$ cat src/rtl/cmc_pkg.sv
// Package for the transceiver mode controller: register map, states, timing
package cmc_pkg;
  // APB register byte offsets
  localparam logic [7:0] CMC_CTRL_OFS = 8'h00;
  localparam logic [7:0] CMC_STAT_OFS = 8'h04;
  localparam logic [7:0] CMC_HOLD_OFS = 8'h08;
  // Control register fields
  localparam int CMC_CTRL_CMD_POS = 0;
  localparam int CMC_CTRL_GO_POS = 4;
  localparam int CMC_CTRL_CLRW_POS = 5;
  // Commanded operation modes
  localparam logic [2:0] CMC_CMD_NORMAL = 3'h1;
  localparam logic [2:0] CMC_CMD_RXONLY = 3'h2;
  localparam logic [2:0] CMC_CMD_STANDBY = 3'h3;
  localparam logic [2:0] CMC_CMD_SLEEP = 3'h4;
  // Timing: clock 10 MHz
  localparam int CMC_CLK_HZ = 10_000_000;
  localparam int CMC_HOLD_US = 50;
  localparam int CMC_HOLD_CYC = (CMC_HOLD_US * CMC_CLK_HZ + 999_999) / 1_000_000;
  localparam logic [15:0] CMC_HOLD_RST = 16'(CMC_HOLD_CYC);
  localparam logic [15:0] CMC_MARGIN_CYC = 16'h0002;
  // Controller states
  typedef enum logic [4:0] {
    CMC_IDLE = 5'b0_0001,
    CMC_STANDBY_CTRL_N_LOW = 5'b0_0010,
    CMC_HOLD = 5'b0_0100,
    CMC_EN_LOW = 5'b0_1000,
    CMC_DONE = 5'b1_0000
  } cmc_state_t;
endpackage : cmc_pkg
$ cat src/rtl/cmc_host.sv
// Host controller that drives the transceiver mode pins, with APB registers
//
// Function
// RQ1: Pins only change mode while all three supplies are present; host drops a go command while supplies are absent.
// RQ2: EN high and standby high selects Normal; host drives both high.
// RQ3: Receive output low for dominant, high for recessive in active modes.
// RQ4: EN low, standby high selects Receive-Only; transmit blocked.
// RQ5: Wake receivers and local wake input inactive in Normal and Receive-Only.
// RQ6: Normal reports all failures on fault flag; Receive-Only only local ones.
// RQ7: Device enters Stand-By after power-up with no pin action.
// RQ8: Stand-By disables driver, receiver, diagnostics; wake flag set on bus.
// RQ9: Stand-By shows a wake event on receive output and fault flag.
// RQ10: Stand-By local wake reported on receive output and fault flag.
// RQ11: Stand-By power-up event reported on fault flag.
// RQ12: Both pins low from Normal or Receive-Only gives Stand-By.
// RQ13: Battery undervoltage forces Stand-By from any mode.
// RQ14: Standby low with EN high starts Go-To-Sleep.
// RQ15: Go-To-Sleep disables data path; wake inputs active, inhibit asserted.
// RQ16: Go-To-Sleep lasts the hold time, then Sleep.
// RQ17: EN falling before hold time gives Stand-By, inhibit kept.
// RQ18: EN falling after hold time gives Sleep, inhibit floats.
// RQ19: Sleep reached by pins only through Go-To-Sleep.
// RQ20: Bus wake in Sleep gives Stand-By and sets wake flag.
// RQ21: Local wake change in Sleep gives Stand-By.
// RQ22: Transceiver or logic undervoltage gives Sleep.
// RQ23: Bus wake needs recessive-to-dominant then long dominant.
// RQ24: Local wake triggers on both edges, filtered.
// RQ25: Hold and filter times are counters restarted at each qualifying edge.
//
// Added by the designer: the APB slave port and the register addresses.
`timescale 1ns/1ps
module cmc_host import cmc_pkg::*; (
  // Clock and reset
  input wire logic clk_sys_i,
  input wire logic reset_i,
  // APB slave
  input wire logic psel_i,
  input wire logic penable_i,
  input wire logic pwrite_i,
  input wire logic [7:0] paddr_i,
  input wire logic [31:0] pwdata_i,
  output logic [31:0] prdata_o,
  output logic pready_o,
  output logic pslverr_o,
  // Supply status of the transceiver
  input wire logic supplies_ok_i,
  // Transceiver control pins
  output logic mode_sel_o,
  output logic standby_ctrl_n_o,
  // Transceiver status pins
  input wire logic fault_flag_n_i,
  input wire logic rxd_i,
  // CAN controller transmit and receive path
  input wire logic txd_ctrl_i,
  output logic txd_o,
  output logic rxd_ctrl_o
);
  cmc_state_t state_ff;
  cmc_state_t nxt_state;
  logic [2:0] cmd_ff;
  logic [2:0] cur_mode_ff;
  logic [15:0] hold_ff;
  logic [15:0] cnt_ff;
  logic wake_ff;
  logic fault_ff;
  logic busy_ff;
  logic [1:0] sup_sync_ff;
  logic [1:0] flt_sync_ff;
  logic [1:0] rxd_sync_ff;
  logic wr_acc;
  logic go;
  logic active_mode;

  assign wr_acc = psel_i & penable_i & pwrite_i & pready_o;
  assign go = wr_acc && paddr_i == CMC_CTRL_OFS && pwdata_i[CMC_CTRL_GO_POS] && !busy_ff;
  assign active_mode = cur_mode_ff == CMC_CMD_NORMAL || cur_mode_ff == CMC_CMD_RXONLY;

  // Pin synchronisers
  always_ff @(posedge clk_sys_i) begin
    sup_sync_ff <= {sup_sync_ff[0], supplies_ok_i};
    flt_sync_ff <= {flt_sync_ff[0], fault_flag_n_i};
    rxd_sync_ff <= {rxd_sync_ff[0], rxd_i};
  end

  // APB: zero wait state, error on unmapped address
  always_ff @(posedge clk_sys_i) begin
    if (reset_i) begin
      pready_o <= 1'b0;
      pslverr_o <= 1'b0;
      prdata_o <= 32'h0000_0000;
    end else begin
      pready_o <= psel_i & ~penable_i;
      pslverr_o <= psel_i & ~penable_i & paddr_i != CMC_CTRL_OFS &
                   paddr_i != CMC_STAT_OFS & paddr_i != CMC_HOLD_OFS;
      case (paddr_i)
        CMC_CTRL_OFS: prdata_o <= {29'h000_0000, cmd_ff};
        CMC_STAT_OFS: prdata_o <= {21'h0_0000, state_ff, cur_mode_ff,
                                   fault_ff, wake_ff, busy_ff};
        CMC_HOLD_OFS: prdata_o <= {16'h0000, hold_ff};
        default: prdata_o <= 32'h0000_0000;
      endcase
    end
  end

  // Command and hold registers
  always_ff @(posedge clk_sys_i) begin
    if (reset_i) begin
      cmd_ff <= CMC_CMD_STANDBY;
      hold_ff <= CMC_HOLD_RST;
    end else if (wr_acc) begin
      if (paddr_i == CMC_CTRL_OFS && !busy_ff) begin
        cmd_ff <= pwdata_i[CMC_CTRL_CMD_POS +: 3];
      end
      if (paddr_i == CMC_HOLD_OFS) begin
        hold_ff <= pwdata_i[15:0];
      end
    end
  end

  // Sequencer next state
  always_comb begin
    nxt_state = state_ff;
    case (state_ff)
      CMC_IDLE: if (go && sup_sync_ff[1]) nxt_state = CMC_STANDBY_CTRL_N_LOW; // RQ1
      CMC_STANDBY_CTRL_N_LOW: nxt_state = CMC_HOLD;
      CMC_HOLD: if (cnt_ff == 16'h0000) nxt_state = CMC_EN_LOW;
      CMC_EN_LOW: nxt_state = CMC_DONE;
      CMC_DONE: nxt_state = CMC_IDLE;
      default: nxt_state = CMC_IDLE;
    endcase
  end

  always_ff @(posedge clk_sys_i) begin
    if (reset_i) begin
      state_ff <= CMC_IDLE;
    end else begin
      state_ff <= nxt_state;
    end
  end

  // Hold counter, restarted on entry to Go-To-Sleep
  always_ff @(posedge clk_sys_i) begin
    if (reset_i) begin
      cnt_ff <= 16'h0000;
    end else if (state_ff == CMC_STANDBY_CTRL_N_LOW) begin
      if (cmd_ff == CMC_CMD_SLEEP) begin
        cnt_ff <= 16'(hold_ff + CMC_MARGIN_CYC); // RQ16 RQ18 RQ25
      end else begin
        cnt_ff <= 16'h0000; // RQ17
      end
    end else if (cnt_ff != 16'h0000) begin
      cnt_ff <= cnt_ff - 16'h0001;
    end
  end

  // Mode pins; reset leaves both low so device stays in Stand-By
  always_ff @(posedge clk_sys_i) begin
    if (reset_i) begin
      mode_sel_o <= 1'b0; // RQ7
      standby_ctrl_n_o <= 1'b0;
      cur_mode_ff <= CMC_CMD_STANDBY;
    end else if (state_ff == CMC_IDLE && go && sup_sync_ff[1]) begin
      case (pwdata_i[CMC_CTRL_CMD_POS +: 3])
        CMC_CMD_NORMAL: begin
          mode_sel_o <= 1'b1; // RQ2
          standby_ctrl_n_o <= 1'b1;
        end
        CMC_CMD_RXONLY: begin
          mode_sel_o <= 1'b0; // RQ4
          standby_ctrl_n_o <= 1'b1;
        end
        default: begin
          mode_sel_o <= 1'b1; // RQ14 RQ19
          standby_ctrl_n_o <= 1'b1;
        end
      endcase
    end else if (state_ff == CMC_STANDBY_CTRL_N_LOW) begin
      standby_ctrl_n_o <= 1'b0; // RQ14
    end else if (state_ff == CMC_EN_LOW) begin
      mode_sel_o <= 1'b0; // RQ12 RQ17 RQ18
      cur_mode_ff <= cmd_ff;
    end else if (state_ff == CMC_DONE && (cmd_ff == CMC_CMD_NORMAL || cmd_ff == CMC_CMD_RXONLY)) begin
      mode_sel_o <= cmd_ff == CMC_CMD_NORMAL;
      standby_ctrl_n_o <= 1'b1;
    end
  end

  // Busy flag covers the whole pin sequence
  always_ff @(posedge clk_sys_i) begin
    if (reset_i) begin
      busy_ff <= 1'b0;
    end else begin
      busy_ff <= nxt_state != CMC_IDLE;
    end
  end

  // Sticky wake and fault indications; set wins over clear
  always_ff @(posedge clk_sys_i) begin
    if (reset_i) begin
      wake_ff <= 1'b0;
      fault_ff <= 1'b0;
    end else begin
      if (!active_mode && !flt_sync_ff[1]) begin
        wake_ff <= 1'b1; // RQ9 RQ10 RQ11
      end else if (wr_acc && paddr_i == CMC_CTRL_OFS && pwdata_i[CMC_CTRL_CLRW_POS]) begin
        wake_ff <= 1'b0;
      end
      if (active_mode && !flt_sync_ff[1]) begin
        fault_ff <= 1'b1; // RQ6
      end else if (wr_acc && paddr_i == CMC_CTRL_OFS && pwdata_i[CMC_CTRL_CLRW_POS]) begin
        fault_ff <= 1'b0;
      end
    end
  end

  // Data path to the CAN controller
  always_ff @(posedge clk_sys_i) begin
    if (reset_i) begin
      txd_o <= 1'b1;
      rxd_ctrl_o <= 1'b1;
    end else begin
      txd_o <= (cur_mode_ff == CMC_CMD_NORMAL && !busy_ff) ? txd_ctrl_i : 1'b1; // RQ2 RQ4
      rxd_ctrl_o <= active_mode ? rxd_sync_ff[1] : 1'b1; // RQ3
    end
  end
endmodule : cmc_host

$ cat config.mk
export PLATFORM = sky130hd
export DESIGN_NAME = cmc_host
export DESIGN_NICKNAME = d
export VERILOG_FILES = /design/src/rtl/cmc_pkg.sv /design/src/rtl/cmc_host.sv
export SDC_FILE = /design/constraint.sdc
export NUM_CORES = 1
export LEC_CHECK = 0
export BUFFER_PORTS_ARGS = -buffer_cell sky130_fd_sc_hd__buf_4
export CAP_MARGIN = 20
export CORE_UTILIZATION = 53
export DETAILED_ROUTE_END_ITERATION = 7
export GPL_TIMING_DRIVEN = 0
export HOLD_SLACK_MARGIN = 0.05
export PLACE_DENSITY_LB_ADDON = 0.12
export SYNTH_ARGS = -nofsm -noshare
export SYNTH_HDL_FRONTEND = slang
export SYNTH_SLANG_ARGS = --single-unit
$ cat constraint.sdc
create_clock -name clk_sys_i -period 2.5 [get_ports clk_sys_i]
set_input_delay 0.5 -clock clk_sys_i [delete_from_list [all_inputs] [get_ports clk_sys_i]]
set_output_delay 0.5 -clock clk_sys_i [all_outputs]
set_load 0.01 [all_outputs]
Word-level counts from Yosys, hierarchy flattened

Cells that the tools add are included.

Input port bits: 49
Logic and storage cells: 102
Register bits after elaboration: 90

Bitwise logic cells: 12
Equal/unequal tests: 18
Reductions and logical operators: 33
Add/subtract/negate cells: 2
Mux-type cells: 19

Operators by type and width:

| cell                  | number |
|---|---|
| $mux 16               | 3 |
| $pmux 16 s3           | 1 |
| $pmux 5 s4            | 1 |
| $add 16x2->16 const B | 1 |
| $logic_not 16->1      | 1 |
| $reduce_bool 16->1    | 1 |
| $sub 16x1->16 const B | 1 |
| $logic_and 1x1->1     | 12 |
| $mux 1                | 12 |
| $mux 5                | 2 |
| $eq 3x2->1 const B    | 3 |
| $eq 8x3->1 const B    | 1 |
| $eq 8x4->1 const B    | 1 |
| $logic_not 8->1       | 1 |
| $ne 8x3->1 const B    | 1 |
| $ne 8x4->1 const B    | 1 |
| $reduce_and 2->1      | 4 |
| $reduce_bool 8->1     | 1 |
| $and 1x1->1           | 7 |
| $eq 3x1->1 const B    | 2 |
| $reduce_bool 2->1     | 3 |
| $reduce_bool 3->1     | 2 |
| $eq 5x1->1 const B    | 1 |
| $eq 5x2->1 const B    | 1 |
| 12 further kinds      | 20 |

Logic depth before layout (Yosys ltp)

Gate-level depths: netlist of the first run.

Depth after elaboration: 10
Depth in mapped cells: 7
Depth with buffers taken out: 6

Worst setup path after synthesis of the first run

OpenSTA, ideal clock, no wires.

Kind: input -> register
From: input paddr_i[2]
To: register hold_ff[2]
Setup slack: 0.718 ns
Stages on the path: 6
Required time: 2.380 ns
Arrival time: 1.662 ns
Buffers on the path: 3
Library setup time: 0.120 ns
Path through: buf_2 > nor2b_1 > clkbuf_1 > nand4_1 > clkbuf_1 > a211o_1

Word-level cells in the longest chain between the ends: 2

RTL lines:

| item                       | line            | source |
|---|---|---|
| from (decl)                | cmc_host.sv:40  | `input wire logic [7:0] paddr_i,` |
| $eq 8x4->1                 | cmc_host.sv:114 | `if (paddr_i == CMC_HOLD_OFS) begin` |
| $reduce_and 2->1 (no line) | n/a             |  |
| to (signal assigned)       | cmc_host.sv:115 | `hold_ff <= pwdata_i[15:0];` |
| to (decl)                  | cmc_host.sv:62  | `logic [15:0] hold_ff;` |

No other way between the ends.
A chain may end at the register's enable or synchronous reset.

Worst setup path in the final report of the first run

From: register cnt_ff[0]
To: register cnt_ff[3]

Word-level cells in the longest chain between the ends: 3

RTL lines:

| item                   | line            | source |
|---|---|---|
| from (decl)            | cmc_host.sv:63  | `logic [15:0] cnt_ff;` |
| from (signal assigned) | cmc_host.sv:147 | `cnt_ff <= 16'(hold_ff + CMC_MARGIN_CYC);` |
| from (signal assigned) | cmc_host.sv:152 | `cnt_ff <= cnt_ff - 16'h0001;` |
| $sub 16x1->16          | cmc_host.sv:152 |  |
| $mux 16                | cmc_host.sv:151 | `end else if (cnt_ff != 16'h0000) begin` |
| $mux 16                | cmc_host.sv:145 | `end else if (state_ff == CMC_STANDBY_CTRL_N_LOW) begin` |

Parallel ways exist; a longest one is shown, timed or not. The select of a mux whose other input is x is not followed.

==> metrics.txt, run 1 <==
status finished with violations; failing checks design-rule violations; H-tree levels 3; post-synth top area share 41.4%; number of max-cap violations 0; utilization after layout around two thirds; Skew-Pair Late Insertion Delay approximately 0.35 ns; detailed-route vias per instance 5.57; # rows 29; post-CTS resize count 0; Root Driver clkbuf_8; Synth cell types a little under 60; layout cells sized above 1 between 20 and 25%; final hold vios 0; dpl ws around 0.42 ns; # nets final roughly 530; Starting Density 55.8%; kind of critical path flop to flop; Post-CTS Hold Fix Bufs 0; Final Power between 3 and 4 mW; Comb pwr share about 30%; clk_skew 0.00972 ns; die width approximately 84 um; Max Clock Freq about 460 MHz; Main synth FF type dfxtp_1; IO Count 87; flops & latches, synth 74; CTS Buf Count 9; synth top area cells dfxtp_1, mux2i_1, nor2_1; net load switching power 1.14 mW; global-route wire length before repair 14.3 mm; Slew @ Worst Pin roughly 0.75 ns; port bufs 52; Critical Path AT about 2.4 ns; antenna-violating nets left 0; # DRC 4; sw frac between 30% and 40%; HP Class input port to flop; CTS tree done; Final HPWL DP around 6.4 mm; core area ~0.0064 mm^2; WHS Path Cells 1; DRT Pass-1 Iters 6; DRT iter0 DRCs ~120; Placer Congestion approximately 0.84; Slew HR 49.9%; # setup viols final 0; Die Y 84.2 um; Lkg Pwr 1.84 nW; sequential area share after synthesis between 40% and 50%; postcts setup bufs 0; final worst slack 0.340 ns; Worst EP required 2.71 ns; average size of a mapped cell between 8 and 9 um^2; Setup TNS 0 ns; synth warn 0; Vias around 3,100; Syn Inst Count between 400 and 500; die area between 0.007 and 0.008 mm^2; ANT cells 0; Max VDD drop between 0.5 and 0.6 mV; R2R depth 6; pwr/cell area 809 mW/mm^2; per-cell routed wire length between 15 and 20 um; most common cell after layout, fill and taps aside dfxtp_1; Max Root-Sink Buffers 2; Max Slew Vio Count 0; wirelength, routed between 8 and 9 mm; vias in the first global route 2,962; largest net degree at the start of global routing 14; clock network fraction of total power just under 30%; clk slew on worst S/H paths around 0.08 ns; Int Power 2.37 mW; Yosys top cell by area dfxtp_1; initial antenna violation count 0; number of flops mapped to enable cells by yosys 0; nature of the critical path startpoint flop; Worst Setup End Kind flop; global route overflow 0; total global routing track utilization 26.0%; fin crit share around 86%; Post-synth ARST share 0%; CP Max Fanout 9; synthesized area about 0.0036 mm^2; RSZ-0062 raised after global routing false; commonest cells after routing, fill and taps aside dfxtp_1, buf_4, nor2_1; TritonCTS Sinks 74; Tmin final about 2.2 ns; Area growth, synth to finish 21.2%; Reg power frac around two fifths
path summary, 6_finish.rpt:
check / from / end / slack (ns)
max reg2reg: cnt_ff[0] / cnt_ff[3] / 0.34
min: fault_flag_n_i / flt_sync_ff[0] / 0.25
min reg2reg: flt_sync_ff[0] / flt_sync_ff[1] / 0.33
max: cnt_ff[0] / cnt_ff[3] / 0.34
per-layer routing:
| layer | vias to the layer above | part of all wire, % | track usage, % | wire, um |
|---|---|---|---|---|
| met5 | - | 0 | 0 | 0 |
| met4 | 0 | 1.3 | 8.31 | 114 |
| met3 | 12 | 4.0 | 6.29 | 342 |
| met2 | 66 | 49 | 44.6 | 4210 |
| met1 | 1468 | 45 | 32.2 | 3850 |
| li1 | 1593 | - | - | - |
per-stage QoR:
step / instances / cell area [um^2] / hold WS [ns]
6_report: 564 / 4340 / 0.245
5_1_grt: 564 / 4340 / 0.223
4_1_cts: 564 / 4340 / 0.231
3_5_place_dp: 548 / 4120 / 0.314
3_3_place_gp: 548 / 4120 / 0.310
2_1_floorplan: 419 / 3640 / 0.310
cell usage after synthesis, types with 2 or more instances:
cell	n
buf_4	16
and4_1	3
or2_2	2
o21a_1	5
or4_1	6
a21boi_0	7
buf_2	5
o211ai_1	9
nor3b_1	3
a211o_1	10
nand2b_1	4
xnor2_1	7
o21ai_0	4
clkbuf_1	18
nor4b_1	2
nor3_1	15
nand2_1	11
nor4_1	12
a31oi_1	3
nor2_1	46
xor2_1	6
inv_1	15
mux2i_1	20
and3_1	7
o22ai_1	4
mux2_2	2
nand4_1	8
a22oi_1	9
dfxtp_1	74
or3_1	3
nand3b_1	2
nand3_1	10
or2_1	2
and2_1	4
nand4b_1	2
nor2b_1	6
a21oi_1	20
ha_1	2
power groups by stage:
stage | logic (mW) | clock network, mW | registers (mW)
6_report | 1.08 | 1.02 | 1.42
5_1_grt | 1.22 | 1.08 | 1.44
3_5_place_dp | 1.06 | 0 | 1.44
3_3_place_gp | 1.04 | 0 | 1.44
2_1_floorplan | 0.845 | 0 | 1.41
4_1_cts | 1.07 | 1.03 | 1.42
worst max-delay path: stages (launching register included):
cell and delay (ns):
dfxtp_1 0.34, inv_1 0.11, ha_1 0.20, nor3b_1 0.41, nand4_1 0.48, a32oi_1 0.36, a21oi_1 0.11
kinds of logic (layout without fill, tap and decap cells):
logic type | count (synthesis) | after routing | share of synthesized area, %
compound gates | 81 | 81 | 15.8
xor+xnor | 13 | 13 | 3.18
fa+ha+maj | 2 | 2 | 0.699
buf+inv | 55 | 123 | 7.62
flops | 74 | 74 | 41.4
mux | 22 | 22 | 6.22
other cells | 1 | 16 | 0.105
simple gates | 156 | 156 | 25.0
flip-flops by register name, summed over array words and instances, names as in the netlist, 2 cells and up:
signal / cells
cnt_ff: 16
hold_ff: 16
prdata_o: 16
state_ff: 5
cmd_ff: 3
cur_mode_ff: 3
flt_sync_ff: 2
rxd_sync_ff: 2
sup_sync_ff: 2
final cells by class:
cell class | instances | area, um^2
repair buffers | 52 | 390
clock buffers | 10 | 128
inverters | 15 | 56.3
fillers | 549 | 2080
plain buffers | 40 | 216
well taps | 77 | 96.3
multi-input cells | 290 | 1880
flip-flops and latches | 74 | 1480
clock inverters | 6 | 88.8
No activity file was read; power rests on OpenSTA's default activity.
==> inputs of run 2 (changes only) <==
--- a/config.mk
+++ b/config.mk
@@ -7,11 +7,14 @@
 export LEC_CHECK = 0
 export BUFFER_PORTS_ARGS = -buffer_cell sky130_fd_sc_hd__buf_4
 export CAP_MARGIN = 20
-export CORE_UTILIZATION = 53
+export CELL_PAD_IN_SITES_DETAIL_PLACEMENT = 0
+export CELL_PAD_IN_SITES_GLOBAL_PLACEMENT = 1
+export CORE_UTILIZATION = 40
 export DETAILED_ROUTE_END_ITERATION = 7
 export GPL_TIMING_DRIVEN = 0
 export HOLD_SLACK_MARGIN = 0.05
 export PLACE_DENSITY_LB_ADDON = 0.12
+export REMOVE_ABC_BUFFERS = 1
 export SYNTH_ARGS = -nofsm -noshare
 export SYNTH_HDL_FRONTEND = slang
 export SYNTH_SLANG_ARGS = --single-unit
==> run 2 against run 1 <==
Effect of this change: the run now ends clean; clock skew grew 0.00064 ns; sequential share of layout area grew 1.2 points; power down 2.0%; cell count is 1.1% lower; global-route usage is 5.8 points lower; largest cell class unchanged; largest power group unchanged; count of clock-buffer cells in the layout stayed put; worst setup slack worse by 0.0090 ns; non-clock buffer count decreased by 37.
==> metrics.txt, run 2 (same netlist as run 1, synthesis figures left out) <==
utilization after layout 48.3% (was 67.6%); die area 0.00933 mm^2 (was 0.00709 mm^2); fillers 865 (was 549); Die Y 96.6 um (was 84.2 um); Lkg Pwr 1.73 nW (was 1.84 nW); Top Registers cnt_ff (16), hold_ff (16), prdata_o (16) (unchanged); RSZ-0062 raised after global routing false (unchanged); nature of the critical path startpoint flop (unchanged); global route overflow 0 (unchanged); Tmin final 2.17 ns (was 2.16 ns); Layout Cells excl Fill 558 (was 564); Placed Instances 542 (was 548); uppermost layer routed met4 (unchanged); Placer Congestion 0.841 (was 0.844); Max Slew Vio Count 0 (unchanged); Worst EP required 2.78 ns (was 2.71 ns); number of max-cap violations 0 (unchanged); Critical Path AT 2.45 ns (was 2.37 ns); pwr/cell area 822 mW/mm^2 (was 809 mW/mm^2); antenna-violating nets left 0 (unchanged); per-cell routed wire length 16.1 um (was 15.1 um); kind of critical path flop to flop (unchanged); Setup TNS 0 ns (unchanged); post-route cell area 0.00419 mm^2 (was 0.00434 mm^2); Max Root-Sink Buffers 2 (unchanged); DRT iter0 DRCs 155 (was 115); Root Driver clkbuf_8 (unchanged); Max Clock Freq 461 MHz (was 463 MHz); fin crit share 86.8% (was 86.4%); # setup viols final 0 (unchanged); Worst Setup End Kind flop (unchanged); initial antenna violation count 0 (unchanged); CP Max Fanout 15 (was 9); layout cells sized above 1 18.7% (was 20.5%); worst hold slack 0.244 ns (was 0.245 ns); # rows 34 (was 29); final hold vios 0 (unchanged); commonest cells after routing, fill and taps aside dfxtp_1, buf_4, nor2_1 (unchanged); CTS Buf Count 9 (unchanged); Max VDD drop 0.287 mV (was 0.559 mV); clk_skew 0.0104 ns (was 0.00972 ns); clk slew on worst S/H paths 0.08 ns (about the same); routed length on met3 332 um (was 342 um); Vias 3,025 (was 3,139); Skew-Pair Late Insertion Delay 0.35 ns (about the same); TritonCTS Sinks 74 (unchanged); core area 0.00868 mm^2 (was 0.00642 mm^2); IO Count 87 (unchanged); H-tree levels 3 (unchanged); Starting Density 41.3% (was 55.8%); DR WL met2 4.16 mm (was 4.21 mm); die width 96.6 um (was 84.2 um); status finished, final reports clean (was finished with violations); detailed-route vias per instance 5.42 (was 5.57); Final HPWL DP 6.37 mm (was 6.38 mm); total global routing track utilization 20.2% (was 26.0%); HP Class input port to flop (unchanged); most common cell after layout, fill and taps aside dfxtp_1 (unchanged); DP Area 0.00398 mm^2 (was 0.00412 mm^2); # DRC 0 (was 4); port bufs 54 (was 52); Slew @ Worst Pin 0.938 ns (was 0.745 ns); CTS tree done (unchanged); vias in the first global route 2,898 (was 2,962); wirelength, routed 8.98 mm (was 8.52 mm); global-route wire length before repair 14.9 mm (was 14.3 mm); Slew HR 37.2% (was 49.9%); WL met1 4.39 mm (was 3.85 mm); # nets final 496 (was 533); DRT Pass-1 Iters 4 (was 6); ANT cells 0 (unchanged); Area growth, synth to finish 17.0% (was 21.2%); largest net degree at the start of global routing 44 (was 14)
[run 2: changes by cell type in the layout (fill, tap and decap cells not counted), moves of 2 or more]
| cell | previous run | this run |
|---|---|---|
| buf_2 | 5 | 0 |
| clkinv_4 | 0 | 2 |
| clkbuf_1 | 19 | 0 |
| buf_4 | 68 | 54 |
[run 2: layout make-up]
type / count / area, um^2 / area share (%)
well taps: 108 / 135 / 3.23
clock buffers: 10 / 138 / 3.29
inverters: 15 / 56.3 / 1.34
flip-flops and latches: 74 / 1480 / 35.4
multi-input cells: 290 / 1890 / 45.0
clock inverters: 6 / 72.6 / 1.73
repair buffers: 55 / 420 / 10.0
[run 2: final timing paths]
path,start,end,slack (ns),cells past startpoint
worst max-delay path,state_ff[0],cnt_ff[14],0.33,4
worst min-delay path,supplies_ok_i,sup_sync_ff[0],0.24,1
worst max register to register,state_ff[0],cnt_ff[14],0.33,4
worst min register to register,sup_sync_ff[0],sup_sync_ff[1],0.33,0
[run 2: power by group]
part | leakage (nW) | internal, mW | switching (mW) | total [mW]
clock network | 0.103 | 0.498 | 0.480 | 0.978
logic | 1.02 | 0.476 | 0.529 | 1.00
registers | 0.602 | 1.30 | 0.155 | 1.46
[run 2: through the flow]
stage / setup WS (ns) / total power, mW
2_1_floorplan: 0.0185 / 2.21
3_3_place_gp: -1.03 / 2.46
3_5_place_dp: -0.516 / 2.48
4_1_cts: 0.284 / 3.47
5_1_grt: 0.0433 / 3.69
6_report: 0.331 / 3.44
[run 2: metal layers]
| metal | up-vias | global-route usage, % |
|---|---|---|
| met4 | 0 | 7.12 |
| met1 | 1439 | 27.0 |
| met5 | - | 0 |
| met2 | 67 | 32.3 |
| li1 | 1513 | - |
| met3 | 6 | 3.90 |
[run 2: critical path: stages (launching register included)]
cell and delay [ns]:
dfxtp_1 0.39, nor2_1 0.75, nand2_1 0.47, a21o_1 0.33
a31oi_1 0.16
[run 2: repair_timing]
item                       4_1_cts  5_1_grt
setup endpoints to repair       11        0
resized for setup                1        0
buffers inserted                 0        0
hold buffers                     0        0
